--- src/logic/atbc_defs.svh ---
// Register offsets, field positions, reset values and timing counts
`ifndef ATBC_DEFS_SVH
`define ATBC_DEFS_SVH

`define ATBC_OFF_CTRL0      8'h00
`define ATBC_OFF_CTRL1      8'h04
`define ATBC_OFF_TRIG       8'h08
`define ATBC_OFF_DELAY      8'h0C
`define ATBC_OFF_BGREF      8'h10
`define ATBC_OFF_LO_HB      8'h14
`define ATBC_OFF_LO_LB      8'h18
`define ATBC_OFF_HI_HB      8'h1C
`define ATBC_OFF_HI_LB      8'h20
`define ATBC_OFF_RESULT     8'h24
`define ATBC_OFF_IRQ_STAT   8'h28
`define ATBC_OFF_IRQ_EN     8'h2C

`define ATBC_C0_START       7
`define ATBC_C0_BUSY        6
`define ATBC_C0_PWR         5
`define ATBC_C0_FMT         4
`define ATBC_TR_SRC         7
`define ATBC_TR_DLY_EN      6
`define ATBC_TR_PWM_SRC     5
`define ATBC_TR_CMP_HI      4
`define ATBC_TR_CMP_LO      3
`define ATBC_IRQ_EOC        0
`define ATBC_IRQ_CMP        1

`define ATBC_RST_BYTE       8'h00
`define ATBC_RST_DIV        3'h0
`define ATBC_SAMPLE_PERIODS 4'h4
`define ATBC_LAST_PERIOD    4'hF
`define ATBC_TOTAL_PERIODS  12'h010

`endif

--- src/logic/atbc_pkg.sv ---
// Types shared by the converter trigger and boundary control block
package atbc_pkg;

	typedef enum logic [0:0] {SEQ_IDLE, SEQ_RUN} atbc_seq_t;
	typedef enum logic [0:0] {TRIG_IDLE, TRIG_DELAY} atbc_trig_t;

	typedef struct packed {
		atbc_seq_t  st;
		logic [7:0] pre;
		logic [3:0] per;
		logic       busy;
		logic       done;
		logic       sampling;
	} atbc_seq_st_t;

	typedef struct packed {
		logic        start;
		logic        armed;
		logic        pwr_en;
		logic        fmt;
		logic [2:0]  div;
		logic        trig_src;
		logic        dly_en;
		logic        pwm_src;
		logic        cmp_hi;
		logic        cmp_lo;
		logic [1:0]  duty_sel;
		logic [7:0]  dly_cfg;
		logic        bg_en;
		logic [7:0]  lo_hb;
		logic [7:0]  lo_lb;
		logic [7:0]  hi_hb;
		logic [7:0]  hi_lb;
		logic [11:0] result;
		logic        eoc_flag;
		logic        cmp_flag;
		logic        eoc_ie;
		logic        cmp_ie;
		atbc_trig_t  trig;
		logic [7:0]  dly;
		logic        pwm_prev;
		logic        go;
		logic        pready;
		logic [31:0] prdata;
		logic        pslverr;
		logic        eoc_irq;
		logic        cmp_irq;
	} atbc_top_st_t;

endpackage

--- src/logic/atbc_conv_seq.sv ---
// Converter clock divider and 16-period sample/convert sequencer
`timescale 1ns/1ns
`include "atbc_defs.svh"

module atbc_conv_seq
	import atbc_pkg::*;
(
	input  wire logic       pclk,
	input  wire logic       presetn,
	input  wire logic       start,
	input  wire logic       pwr_en,
	input  wire logic [2:0] div_sel,
	output logic            busy,
	output logic            done,
	output logic            sampling
);

	atbc_seq_st_t s_r;
	atbc_seq_st_t s_nxt;
	logic [7:0]   lim;
	logic         tick;

	// Divide by 2^div_sel: code 0 is /1, code 7 is /128
	assign lim  = 8'((9'h001 << div_sel) - 9'h001);
	assign tick = (s_r.pre == lim);

	always_comb begin
		s_nxt      = s_r;
		s_nxt.done = 1'b0;
		case (s_r.st)
			SEQ_IDLE: begin
				if (start && pwr_en) begin
					s_nxt.st       = SEQ_RUN;
					s_nxt.pre      = 8'h00;
					s_nxt.per      = 4'h0;
					s_nxt.busy     = 1'b1;
					s_nxt.sampling = 1'b1;
				end
			end
			SEQ_RUN: begin
				if (!pwr_en) begin
					// Power removed: abandon without completion
					s_nxt.st       = SEQ_IDLE;
					s_nxt.busy     = 1'b0;
					s_nxt.sampling = 1'b0;
				end else if (tick) begin
					s_nxt.pre = 8'h00;
					if (s_r.per == `ATBC_LAST_PERIOD) begin
						s_nxt.st       = SEQ_IDLE;
						s_nxt.busy     = 1'b0;
						s_nxt.done     = 1'b1;
						s_nxt.sampling = 1'b0;
					end else begin
						s_nxt.per      = s_r.per + 4'h1;
						s_nxt.sampling = ((s_r.per + 4'h1) < `ATBC_SAMPLE_PERIODS);
					end
				end else begin
					s_nxt.pre = s_r.pre + 8'h01;
				end
			end
			default: begin
				s_nxt.st = SEQ_IDLE;
			end
		endcase
	end

	always_ff @(posedge pclk or negedge presetn) begin
		if (!presetn) begin
			s_r <= '{st: SEQ_IDLE, pre: 8'h00, per: 4'h0, busy: 1'b0, done: 1'b0,
				sampling: 1'b0};
		end else begin
			s_r <= s_nxt;
		end
	end

	assign busy     = s_r.busy;
	assign done     = s_r.done;
	assign sampling = s_r.sampling;

	// Cycles spent in one conversion, for checking only
	logic [11:0] run_cnt;
	always_ff @(posedge pclk or negedge presetn) begin
		if (!presetn) begin
			run_cnt <= 12'h000;
		end else if (s_r.st == SEQ_IDLE) begin
			run_cnt <= 12'h001;
		end else begin
			run_cnt <= run_cnt + 12'h001;
		end
	end
endmodule

--- src/logic/atbc_top.sv ---
// Converter trigger, busy/interrupt flags and boundary compare with APB registers
// Operation
// - Bandgap reference output stays low while its enable bit is 0.
// - Low and high boundary register pairs hold values compared with each result.
// - Boundary pairs keep their contents while the converter is disabled.
// - Low boundary unpacks left-justified for format 0, right-justified for format 1.
// - High boundary uses the same format-dependent packing as the low boundary.
// - Trigger source bit picks software start or PWM event as conversion start.
// - Software start bit going 0, 1, 0 begins exactly one conversion.
// - PWM trigger uses period match or the selected channel's duty match.
// - With delay enabled, start waits delay count system clocks after the event.
// - Busy flag rises when a conversion starts and falls when it completes.
// - Completion sets the converter interrupt flag; an enabled flag raises interrupt.
// - Converter clock is system clock divided by 2 to the divider code.
// - Converter runs only while power enable is high; software waits for settling.
// - Each result is checked against the boundaries; a hit raises compare interrupt.
// - Compare mode 00 inside, 01 at/below low, 10 at/above high, 11 either.
// - Delay counting starts on a 0 to 1 change of the selected PWM flag.
// - A conversion takes 4 sampling and 12 converting periods, 16 in total.
//
// Decided for this implementation: the APB interface to the registers and the placing of the registers.
`timescale 1ns/1ns
`include "atbc_defs.svh"

module atbc_top
	import atbc_pkg::*;
#(
	parameter int ADDR_W = 8
)
(
	input  wire logic              pclk,
	input  wire logic              presetn,
	input  wire logic              psel,
	input  wire logic              penable,
	input  wire logic              pwrite,
	input  wire logic [ADDR_W-1:0] paddr,
	input  wire logic [31:0]       pwdata,
	output logic                   pready,
	output logic [31:0]            prdata,
	output logic                   pslverr,
	input  wire logic              pwm_period_match_flag,
	input  wire logic [2:0]        pwm_duty_match_flag,
	input  wire logic [11:0]       conv_result_in,
	output logic                   bandgap_reference_output,
	output logic                   converter_power_enable,
	output logic                   conv_sampling,
	output logic                   conversion_busy_flag,
	output logic                   conv_done_irq,
	output logic                   compare_irq
);

	atbc_top_st_t s_r;
	atbc_top_st_t s_nxt;
	logic         seq_busy;
	logic         seq_done;
	logic         seq_sampling;

	logic         acc;
	logic         wr;
	logic [7:0]   wb;
	logic [7:0]   a8;
	logic         pwm_flag;
	logic         pwm_rise;
	logic         can_go;
	logic [11:0]  lo_val;
	logic [11:0]  hi_val;
	logic         hit;

	atbc_conv_seq u_seq (
		.pclk     (pclk),
		.presetn  (presetn),
		.start    (s_r.go),
		.pwr_en   (s_r.pwr_en),
		.div_sel  (s_r.div),
		.busy     (seq_busy),
		.done     (seq_done),
		.sampling (seq_sampling)
	);

	function automatic logic [11:0] unpack(input logic fmt, input logic [7:0] hb,
		input logic [7:0] lb);
		unpack = fmt ? {hb[3:0], lb} : {hb, lb[7:4]};
	endfunction

	function automatic logic cmp_hit(input logic [1:0] mode, input logic [11:0] v,
		input logic [11:0] lo, input logic [11:0] hi);
		case (mode)
			2'b00:   cmp_hit = (v > lo) && (v < hi);
			2'b01:   cmp_hit = (v <= lo);
			2'b10:   cmp_hit = (v >= hi);
			default: cmp_hit = (v <= lo) || (v >= hi);
		endcase
	endfunction

	assign acc    = psel && penable;
	assign wr     = acc && s_r.pready && pwrite;
	assign wb     = pwdata[7:0];
	assign a8     = 8'(paddr);
	assign lo_val = unpack(s_r.fmt, s_r.lo_hb, s_r.lo_lb);
	assign hi_val = unpack(s_r.fmt, s_r.hi_hb, s_r.hi_lb);
	assign hit    = cmp_hit({s_r.cmp_hi, s_r.cmp_lo}, conv_result_in, lo_val, hi_val);
	// Duty select 11 maps to channel 2
	assign pwm_flag = s_r.pwm_src ? pwm_duty_match_flag[(s_r.duty_sel == 2'b11) ? 2'd2
		: s_r.duty_sel] : pwm_period_match_flag;
	assign pwm_rise = pwm_flag && !s_r.pwm_prev;
	assign can_go   = s_r.pwr_en && !seq_busy && !s_r.go;

	always_comb begin
		s_nxt          = s_r;
		s_nxt.go       = 1'b0;
		s_nxt.pwm_prev = pwm_flag;
		s_nxt.pready   = acc && !s_r.pready;
		s_nxt.pslverr  = 1'b0;
		// Read data is captured in the first access cycle, presented with pready
		if (acc && !s_r.pready) begin
			s_nxt.prdata = 32'h0000_0000;
			case (a8)
				`ATBC_OFF_CTRL0:    s_nxt.prdata[7:4] = {s_r.start, seq_busy, s_r.pwr_en, s_r.fmt};
				`ATBC_OFF_CTRL1:    s_nxt.prdata[2:0] = s_r.div;
				`ATBC_OFF_TRIG:     s_nxt.prdata[7:0] = {s_r.trig_src, s_r.dly_en, s_r.pwm_src,
					s_r.cmp_hi, s_r.cmp_lo, 1'b0, s_r.duty_sel};
				`ATBC_OFF_DELAY:    s_nxt.prdata[7:0] = s_r.dly_cfg;
				`ATBC_OFF_BGREF:    s_nxt.prdata[0] = s_r.bg_en;
				`ATBC_OFF_LO_HB:    s_nxt.prdata[7:0] = s_r.lo_hb;
				`ATBC_OFF_LO_LB:    s_nxt.prdata[7:0] = s_r.lo_lb;
				`ATBC_OFF_HI_HB:    s_nxt.prdata[7:0] = s_r.hi_hb;
				`ATBC_OFF_HI_LB:    s_nxt.prdata[7:0] = s_r.hi_lb;
				`ATBC_OFF_RESULT:   s_nxt.prdata[11:0] = s_r.result;
				`ATBC_OFF_IRQ_STAT: s_nxt.prdata[1:0] = {s_r.cmp_flag, s_r.eoc_flag};
				`ATBC_OFF_IRQ_EN:   s_nxt.prdata[1:0] = {s_r.cmp_ie, s_r.eoc_ie};
				default:            s_nxt.pslverr = 1'b1;
			endcase
		end
		if (wr) begin
			case (a8)
				`ATBC_OFF_CTRL0: begin
					s_nxt.start  = wb[`ATBC_C0_START];
					s_nxt.pwr_en = wb[`ATBC_C0_PWR];
					s_nxt.fmt    = wb[`ATBC_C0_FMT];
				end
				`ATBC_OFF_CTRL1: s_nxt.div = wb[2:0];
				`ATBC_OFF_TRIG: begin
					s_nxt.trig_src = wb[`ATBC_TR_SRC];
					s_nxt.dly_en   = wb[`ATBC_TR_DLY_EN];
					s_nxt.pwm_src  = wb[`ATBC_TR_PWM_SRC];
					s_nxt.cmp_hi   = wb[`ATBC_TR_CMP_HI];
					s_nxt.cmp_lo   = wb[`ATBC_TR_CMP_LO];
					s_nxt.duty_sel = wb[1:0];
				end
				`ATBC_OFF_DELAY:  s_nxt.dly_cfg = wb;
				`ATBC_OFF_BGREF:  s_nxt.bg_en = wb[0];
				// Boundary bytes change only by writes, never by power state
				`ATBC_OFF_LO_HB:  s_nxt.lo_hb = wb;
				`ATBC_OFF_LO_LB:  s_nxt.lo_lb = wb;
				`ATBC_OFF_HI_HB:  s_nxt.hi_hb = wb;
				`ATBC_OFF_HI_LB:  s_nxt.hi_lb = wb;
				`ATBC_OFF_IRQ_EN: begin
					s_nxt.eoc_ie = wb[`ATBC_IRQ_EOC];
					s_nxt.cmp_ie = wb[`ATBC_IRQ_CMP];
				end
				default: begin
				end
			endcase
		end
		// Software start: high arms, following low fires
		if (wr && (a8 == `ATBC_OFF_CTRL0)) begin
			if (wb[`ATBC_C0_START] && !s_r.start) begin
				s_nxt.armed = 1'b1;
			end else if (!wb[`ATBC_C0_START] && s_r.armed) begin
				s_nxt.armed = 1'b0;
				if (!s_r.trig_src && can_go) begin
					s_nxt.go = 1'b1;
				end
			end
		end
		case (s_r.trig)
			TRIG_IDLE: begin
				if (s_r.trig_src && pwm_rise && can_go) begin
					if (s_r.dly_en && (s_r.dly_cfg != 8'h00)) begin
						s_nxt.trig = TRIG_DELAY;
						s_nxt.dly  = s_r.dly_cfg;
					end else begin
						s_nxt.go = 1'b1;
					end
				end
			end
			TRIG_DELAY: begin
				if (!s_r.trig_src || !s_r.pwr_en) begin
					s_nxt.trig = TRIG_IDLE;
				end else if (s_r.dly == 8'h01) begin
					s_nxt.trig = TRIG_IDLE;
					s_nxt.go   = 1'b1;
				end else begin
					s_nxt.dly = s_r.dly - 8'h01;
				end
			end
			default: begin
				s_nxt.trig = TRIG_IDLE;
			end
		endcase
		// Flags: hardware set wins over a write-one clear in the same cycle
		if (seq_done) begin
			s_nxt.result = conv_result_in;
		end
		s_nxt.eoc_flag = seq_done || (s_r.eoc_flag && !(wr && (a8 == `ATBC_OFF_IRQ_STAT)
			&& wb[`ATBC_IRQ_EOC]));
		s_nxt.cmp_flag = (seq_done && hit) || (s_r.cmp_flag && !(wr
			&& (a8 == `ATBC_OFF_IRQ_STAT) && wb[`ATBC_IRQ_CMP]));
		s_nxt.eoc_irq = s_nxt.eoc_flag && s_nxt.eoc_ie;
		s_nxt.cmp_irq = s_nxt.cmp_flag && s_nxt.cmp_ie;
	end

	always_ff @(posedge pclk or negedge presetn) begin
		if (!presetn) begin
			s_r          <= '0;
			s_r.div      <= `ATBC_RST_DIV;
			s_r.dly_cfg  <= `ATBC_RST_BYTE;
			s_r.trig     <= TRIG_IDLE;
		end else begin
			s_r <= s_nxt;
		end
	end

	logic busy_q;
	always_ff @(posedge pclk or negedge presetn) begin
		if (!presetn) begin
			busy_q <= 1'b0;
		end else begin
			busy_q <= seq_busy;
		end
	end

	assign pready                   = s_r.pready;
	assign prdata                   = s_r.prdata;
	assign pslverr                  = s_r.pslverr;
	assign bandgap_reference_output = s_r.bg_en;
	assign converter_power_enable   = s_r.pwr_en;
	assign conv_sampling            = seq_sampling;
	assign conversion_busy_flag     = seq_busy;
	assign conv_done_irq            = s_r.eoc_irq;
	assign compare_irq              = s_r.cmp_irq;

	// Delay watch, for checking only
	logic [8:0] wcnt;
	always_ff @(posedge pclk or negedge presetn) begin
		if (!presetn) begin
			wcnt <= 9'h000;
		end else if (s_r.trig == TRIG_IDLE) begin
			wcnt <= 9'h001;
		end else begin
			wcnt <= wcnt + 9'h001;
		end
	end
endmodule

--- config.mk ---
export PLATFORM = sky130hd
export DESIGN_NAME = atbc_top
export DESIGN_NICKNAME = d
export VERILOG_FILES = /design/src/logic/atbc_pkg.sv /design/src/logic/atbc_conv_seq.sv /design/src/logic/atbc_top.sv
export VERILOG_INCLUDE_DIRS = /design/src /design/src/logic
export SDC_FILE = /design/constraint.sdc
export NUM_CORES = 1
export LEC_CHECK = 0
export ABC_AREA = 1
export CAP_MARGIN = 20
export CORE_MARGIN = 1
export CORE_UTILIZATION = 60
export DETAILED_ROUTE_END_ITERATION = 8
export DONT_BUFFER_PORTS = 1
export HOLD_SLACK_MARGIN = 0.1
export PLACE_DENSITY_LB_ADDON = 0.05
export SYNTH_ARGS = -nofsm -noshare
export SYNTH_HDL_FRONTEND = slang
export SYNTH_SLANG_ARGS = --single-unit
--- constraint.sdc ---
create_clock -name pclk -period 4 [get_ports pclk]
set_input_delay 0.8 -clock pclk [delete_from_list [all_inputs] [get_ports pclk]]
set_output_delay 0.8 -clock pclk [all_outputs]
set_load 0.02 [all_outputs]
======== Word-level counts from Yosys, hierarchy flattened ========
Index checks and enable logic that the tools add are counted.
W data, S select, Z words.
storage, ports and cells
  flip-flop bits (word level) ............. 114
  memory bits (writable) .................. 0
  bits in latches ......................... 0
  memories kept ........................... 0
  logic and storage cells ................. 187
  bits in read-only memories .............. 0
  output and inout bits ................... 40
  input port bits ......................... 61
cells by class
  $lt $le $gt $ge ......................... 6
  bitwise operators ....................... 2
  shifts and indexed selects .............. 1
  equal/unequal tests ..................... 27
  multiplexer cells ....................... 52
  multiply operators ...................... 0
  reduce and logical (&&, ||, !) cells .... 58
  divide/modulo/power cells ............... 0
  $add $sub $neg .......................... 4
operator list
  cell                   number
  $mux W12               3
  $eq A8 B5 Y1 const B   4
  $eq A8 B6 Y1 const B   4
  $pmux W4 S8            1
  $pmux W14 S2           1
  $mux W1                25
  $logic_and A1 B1 Y1    24
  $mux W8                3
  $reduce_and A2 Y1      12
  $mux W9                2
  $pmux W9 S2            1
  $eq A8 B4 Y1 const B   2
  $sub A8 B1 Y8 const B  2
  $mux W14               1
  $ne A2 B2 Y1 const B   7
  $pmux W1 S7            2
  $ge A12 B12 Y1         1
  $gt A12 B12 Y1         1
  $le A12 B12 Y1         1
  $lt A12 B12 Y1         1
  $reduce_or A12 Y1      1
  $pmux W1 S11           1
  $logic_not A1 Y1       10
  $pmux W1 S10           1
  other kinds (27)       39

======== Longest topological paths before layout ========
  depth in word-level cells ............... 11
  gate-level depth with buffers ........... 19
  mapped depth without buffers ............ 17

======== Cells and area by module ========
A second synthesis with hierarchy kept.
unflattened totals
  cells, all modules ...................... 892
  area, all modules ....................... 6732.7 sq um
modules (own cells, without submodules)
  module         seq. area each (sq um)  instances  area an instance (sq um)  cells an instance
  atbc_top       2452.4                  1          5700.5                    748
  atbc_conv_seq  400.4                   1          1032.2                    144

======== Least setup slack after synthesis ========
No wires, ideal clock.
  path type ............................... reg2reg
  start point ............................. register s_r[114] in the netlist's numbering
  end point ............................... register s_r, in the netlist compare_irq
  data arrival time ....................... 2053 ps
  data required time ...................... 3871 ps
  setup time .............................. 129 ps
  stages on the path, launching flop included .. 18
  path buffers ............................ 2
  clock period less this slack ............ 2182 ps
  path slack .............................. 1818 ps
  cell sequence ........................... dfrtp_1 -> clkbuf_1 -> buf_1 -> nand2_1 -> o21ai_0 -> ha_1 -> nand2_1 -> inv_1 -> nand2_1 -> inv_1 -> a21oi_1 -> nand3_1 -> nand2_1 -> nand2_1 -> inv_1 -> nand2_1 -> nand2_1 -> a21oi_1
RTL lines
  item                      RTL line         source
  start: declaration        atbc_top.sv:52   atbc_top_st_t s_r;
  start signal: assignment  atbc_top.sv:220  s_r <= s_nxt;

==> impl_metrics.py <==
metrics = {
    "grt": {
        "grt_pass1_vias": 5486,
        "use_met2_pct": 47.3,
        "grt_util_met1_pct": 40.7,
        "grt_use_total_pct": 30.7,
        "grt-ovfl-total": 0,
        "antenna_found_initial": 0,
        "grt_pass1_wl_um": 26800,
        "busiest_layer": "met2",
        "grt_max_degree": 115,
        "use_met3_pct": 8.92,
    },
    "power": {
        "combPwrFrac_pct": 5.1,
        "p_leak_nw": 3.63,
        "power.density_nw_per_um2": 381,
        "switching_power_mw": 0.652,
        "power_switching_share_pct": 23.6,
        "vdd_drop_max_mv": 0.278,
        "power.clock.fraction_pct": 52.3,
        "internal_power_mw": 2.12,
        "seqPwrFrac_pct": 42.6,
    },
    "layout": {
        "fin_cells": 1033,
        "final_common_cell": "nand2_1",
        "diodes": 0,
        "fin_area_um2": 7270,
        "drive_above_1_share_pct": 7.05,
        "largest_reg_flops": 80,
        "fin_util_pct": 66.5,
        "mostFrequentLayoutCells": "266 x nand2_1, 114 x inv_1, 114 x dfrtp_1",
        "nNetsFinal": 972,
        "area_growth_pct": 7.35,
        "largest-register": "s_r",
    },
    "clock_tree": {
        "cts.clk_slew.worst_paths_ns": 0.05,
        "clock_path_buffers": 2,
        "cts_buffers": 17,
        "clk_latency_ns": 0.42,
        "h-tree-depth": 4,
        "cts_tree": "built",
        "cts.sinks": 114,
        "ctsRootBufferMaster": "clkbuf_16",
    },
    "sta": {
        "slew_headroom_pct": 49.1,
        "tns_ns": 0,
        "tightest_slew_ns": 0.764,
        "rsz0062_at_grt": "no",
        "setup_slack_ns": 1.31,
        "final.period_utilization_pct": 67.2,
        "hold_viol_final": 0,
        "drv_slew": 0,
        "setup_viol": 0,
        "fin_skew_ns": 0.00969,
        "fin_crit_ns": 2.69,
        "timing.fmax_mhz": 372,
    },
    "setup_path": {
        "rr_worst_depth": 17,
        "regToRegEndpoint": "compare_irq",
        "worstPathRequired_ns": 4.34,
        "start_kind": "flop",
        "worstPathArrival_ns": 3.03,
        "reg2reg_from": "s_r[114]",
        "crit_fanout": 39,
        "reg2reg_slack_ns": 1.31,
        "critical_path.endpoint_type": "flop",
        "critical_path_class": "reg2reg",
    },
    "floorplanning": {
        "die_area_um2": 11700,
        "num_rows": 38,
        "initial_core_util_pct": 61.9,
        "design.portCount": 101,
        "fp.dieH_um": 108,
        "fp.coreArea_um2": 10900,
        "die_w_um": 108,
    },
    "place": {
        "postPlaceCellArea_um2": 6690,
        "dp_hpwl_um": 12200,
        "routabilityCongestion": 0.955,
        "dp_cells": 1002,
        "place_ws_ns": 1.37,
        "io_buffers": 0,
    },
    "yosys": {
        "netlist_instances": 891,
        "ys_seq_area_share_pct": 42.1,
        "avgSynthCellArea_um2": 7.60,
        "yosys_warnings": 0,
        "ys_ff_latch": 114,
        "yosys.cell_types.count": 42,
        "netlist_area_um2": 6770,
    },
    "worst_hold_path": {
        "hold_path_class": "in2async",
    },
    "route": {
        "route.detailed.drc": 0,
        "drtIter0Drc": 452,
        "drt-wirelength-per-cell_um": 16.1,
        "drt-vias-per-instance": 5.59,
        "wirelength_um": 16700,
        "detail-route-antenna-nets": 0,
        "vias": 5772,
        "first_pass_iters": 5,
    },
    "run_status": {
        "status": "completed",
    },
    "job": {
        "maxCapViolCount": 0,
    },
}
[worst max-delay path: stages, from the launching register on]
cell	delay (ns)
dfrtp_1	0.32
buf_4	0.33
clkinv_1	0.37
o21ai_0	0.38
ha_1	0.31
nand2_1	0.09
inv_1	0.04
nand2_1	0.07
nand2_1	0.05
nand2_1	0.05
nand3_1	0.07
nand2_1	0.11
nand2_1	0.06
nand2_1	0.06
inv_1	0.04
nand2_1	0.06
nand2_1	0.08
a21oi_1	0.13
[synth_stat cells]
cell         n  area, um^2
nand3_1     37         185
nand2_1    266         998
a21o_1       1        7.51
inv_2        5        18.8
buf_6        4        45.0
nor2_2       4        25.0
o2bb2ai_1    1        8.76
nor4_1       4        25.0
o31ai_1      4        30.0
clkinv_1     3        11.3
ha_1        29         363
xnor2_1      3        26.3
a211o_1      1        8.76
nand2_2      8        50.1
xor2_2       1        16.3
o221ai_1     2        17.5
nor3_2       4        40.0
buf_1        1        3.75
nand3_2      2        20.0
mux2i_1      2        20.0
conb_1       1        3.75
clkbuf_1     6        22.5
nand2_4      1        11.3
or2_1        1        6.26
a21oi_1     31         155
nor2_4       4        45.0
nor3_4       1        16.3
o21ai_1      1        5.00
o22ai_1     18         113
nor3_1       6        30.0
nor2_1      36         135
xor2_1       8        70.1
inv_4        1        6.26
o21ai_4      1        16.3
buf_2        6        30.0
buf_4       32         240
o21ai_0    109         546
nand4_1     11        68.8
inv_1      114         428
nand3b_1     2        15.0
dfrtp_1    114        2850
o211ai_1     5        37.5
[worst max path at each step]
stage / from / to / slack, ns / cells after the start
final: s_r[114] / compare_irq / 1.31 / 17
after global routing: s_r[114] / compare_irq / 1.03 / 17
after CTS: s_r[114] / compare_irq / 1.34 / 17
after detailed placement: s_r[114] / compare_irq / 1.37 / 17
after global placement: s_r[114] / compare_irq / 1.39 / 14
after floorplan: s_r[114] / compare_irq / 1.82 / 17
[power by group through the flow]
stage | sequential [mW] | combinational, mW | clock, mW
final | 1.18 | 0.140 | 1.45
after CTS | 1.18 | 0.141 | 1.46
after floorplan | 1.20 | 0.107 | 0
after global routing | 1.18 | 0.161 | 1.51
after detailed placement | 1.20 | 0.114 | 0
after global placement | 1.20 | 0.109 | 0
[kinds of logic after synthesis]
logic type	synth area share (%)
AO/OA/AOI/OAI	13.9
AND/OR/NAND/NOR	24.7
buffers and inverters	11.9
other	0.0554
multiplexers	0.296
adder cells (fa/ha/maj)	5.36
flip-flops	42.1
XOR/XNOR	1.66
[metal layers]
layer / wire [um] / vias to the layer above
li1: - / 2809
met1: 7340 / 2674
met2: 7620 / 250
met3: 1320 / 39
met4: 397 / 0
met5: 0 / -
[per-stage QoR]
stage	hold slack, ns	total power, mW
global route	0.367	2.85
finish	0.324	2.77
detailed placement	0.476	1.31
global placement	0.468	1.31
CTS	0.356	2.78
floorplan	0.450	1.30
[area by class of cell]
class | instances | area, um^2
Clock buffer | 19 | 443
Fill cell | 959 | 3660
Sequential cell | 114 | 2850
Inverter | 123 | 464
Clock inverter | 11 | 115
Timing Repair Buffer | 2 | 35.0
Multi-Input combinational cell | 624 | 3190
Tap cell | 140 | 175
[what timing repair did]
action                                  in CTS  in global routing
endpoints found under the hold margin      114                  0
buffers inserted                             0                  0
gates resized for setup                      0                  0
endpoints found under the setup margin       0                  0
hold buffers                                 1                  0
(Power assumes the default switching activity.)
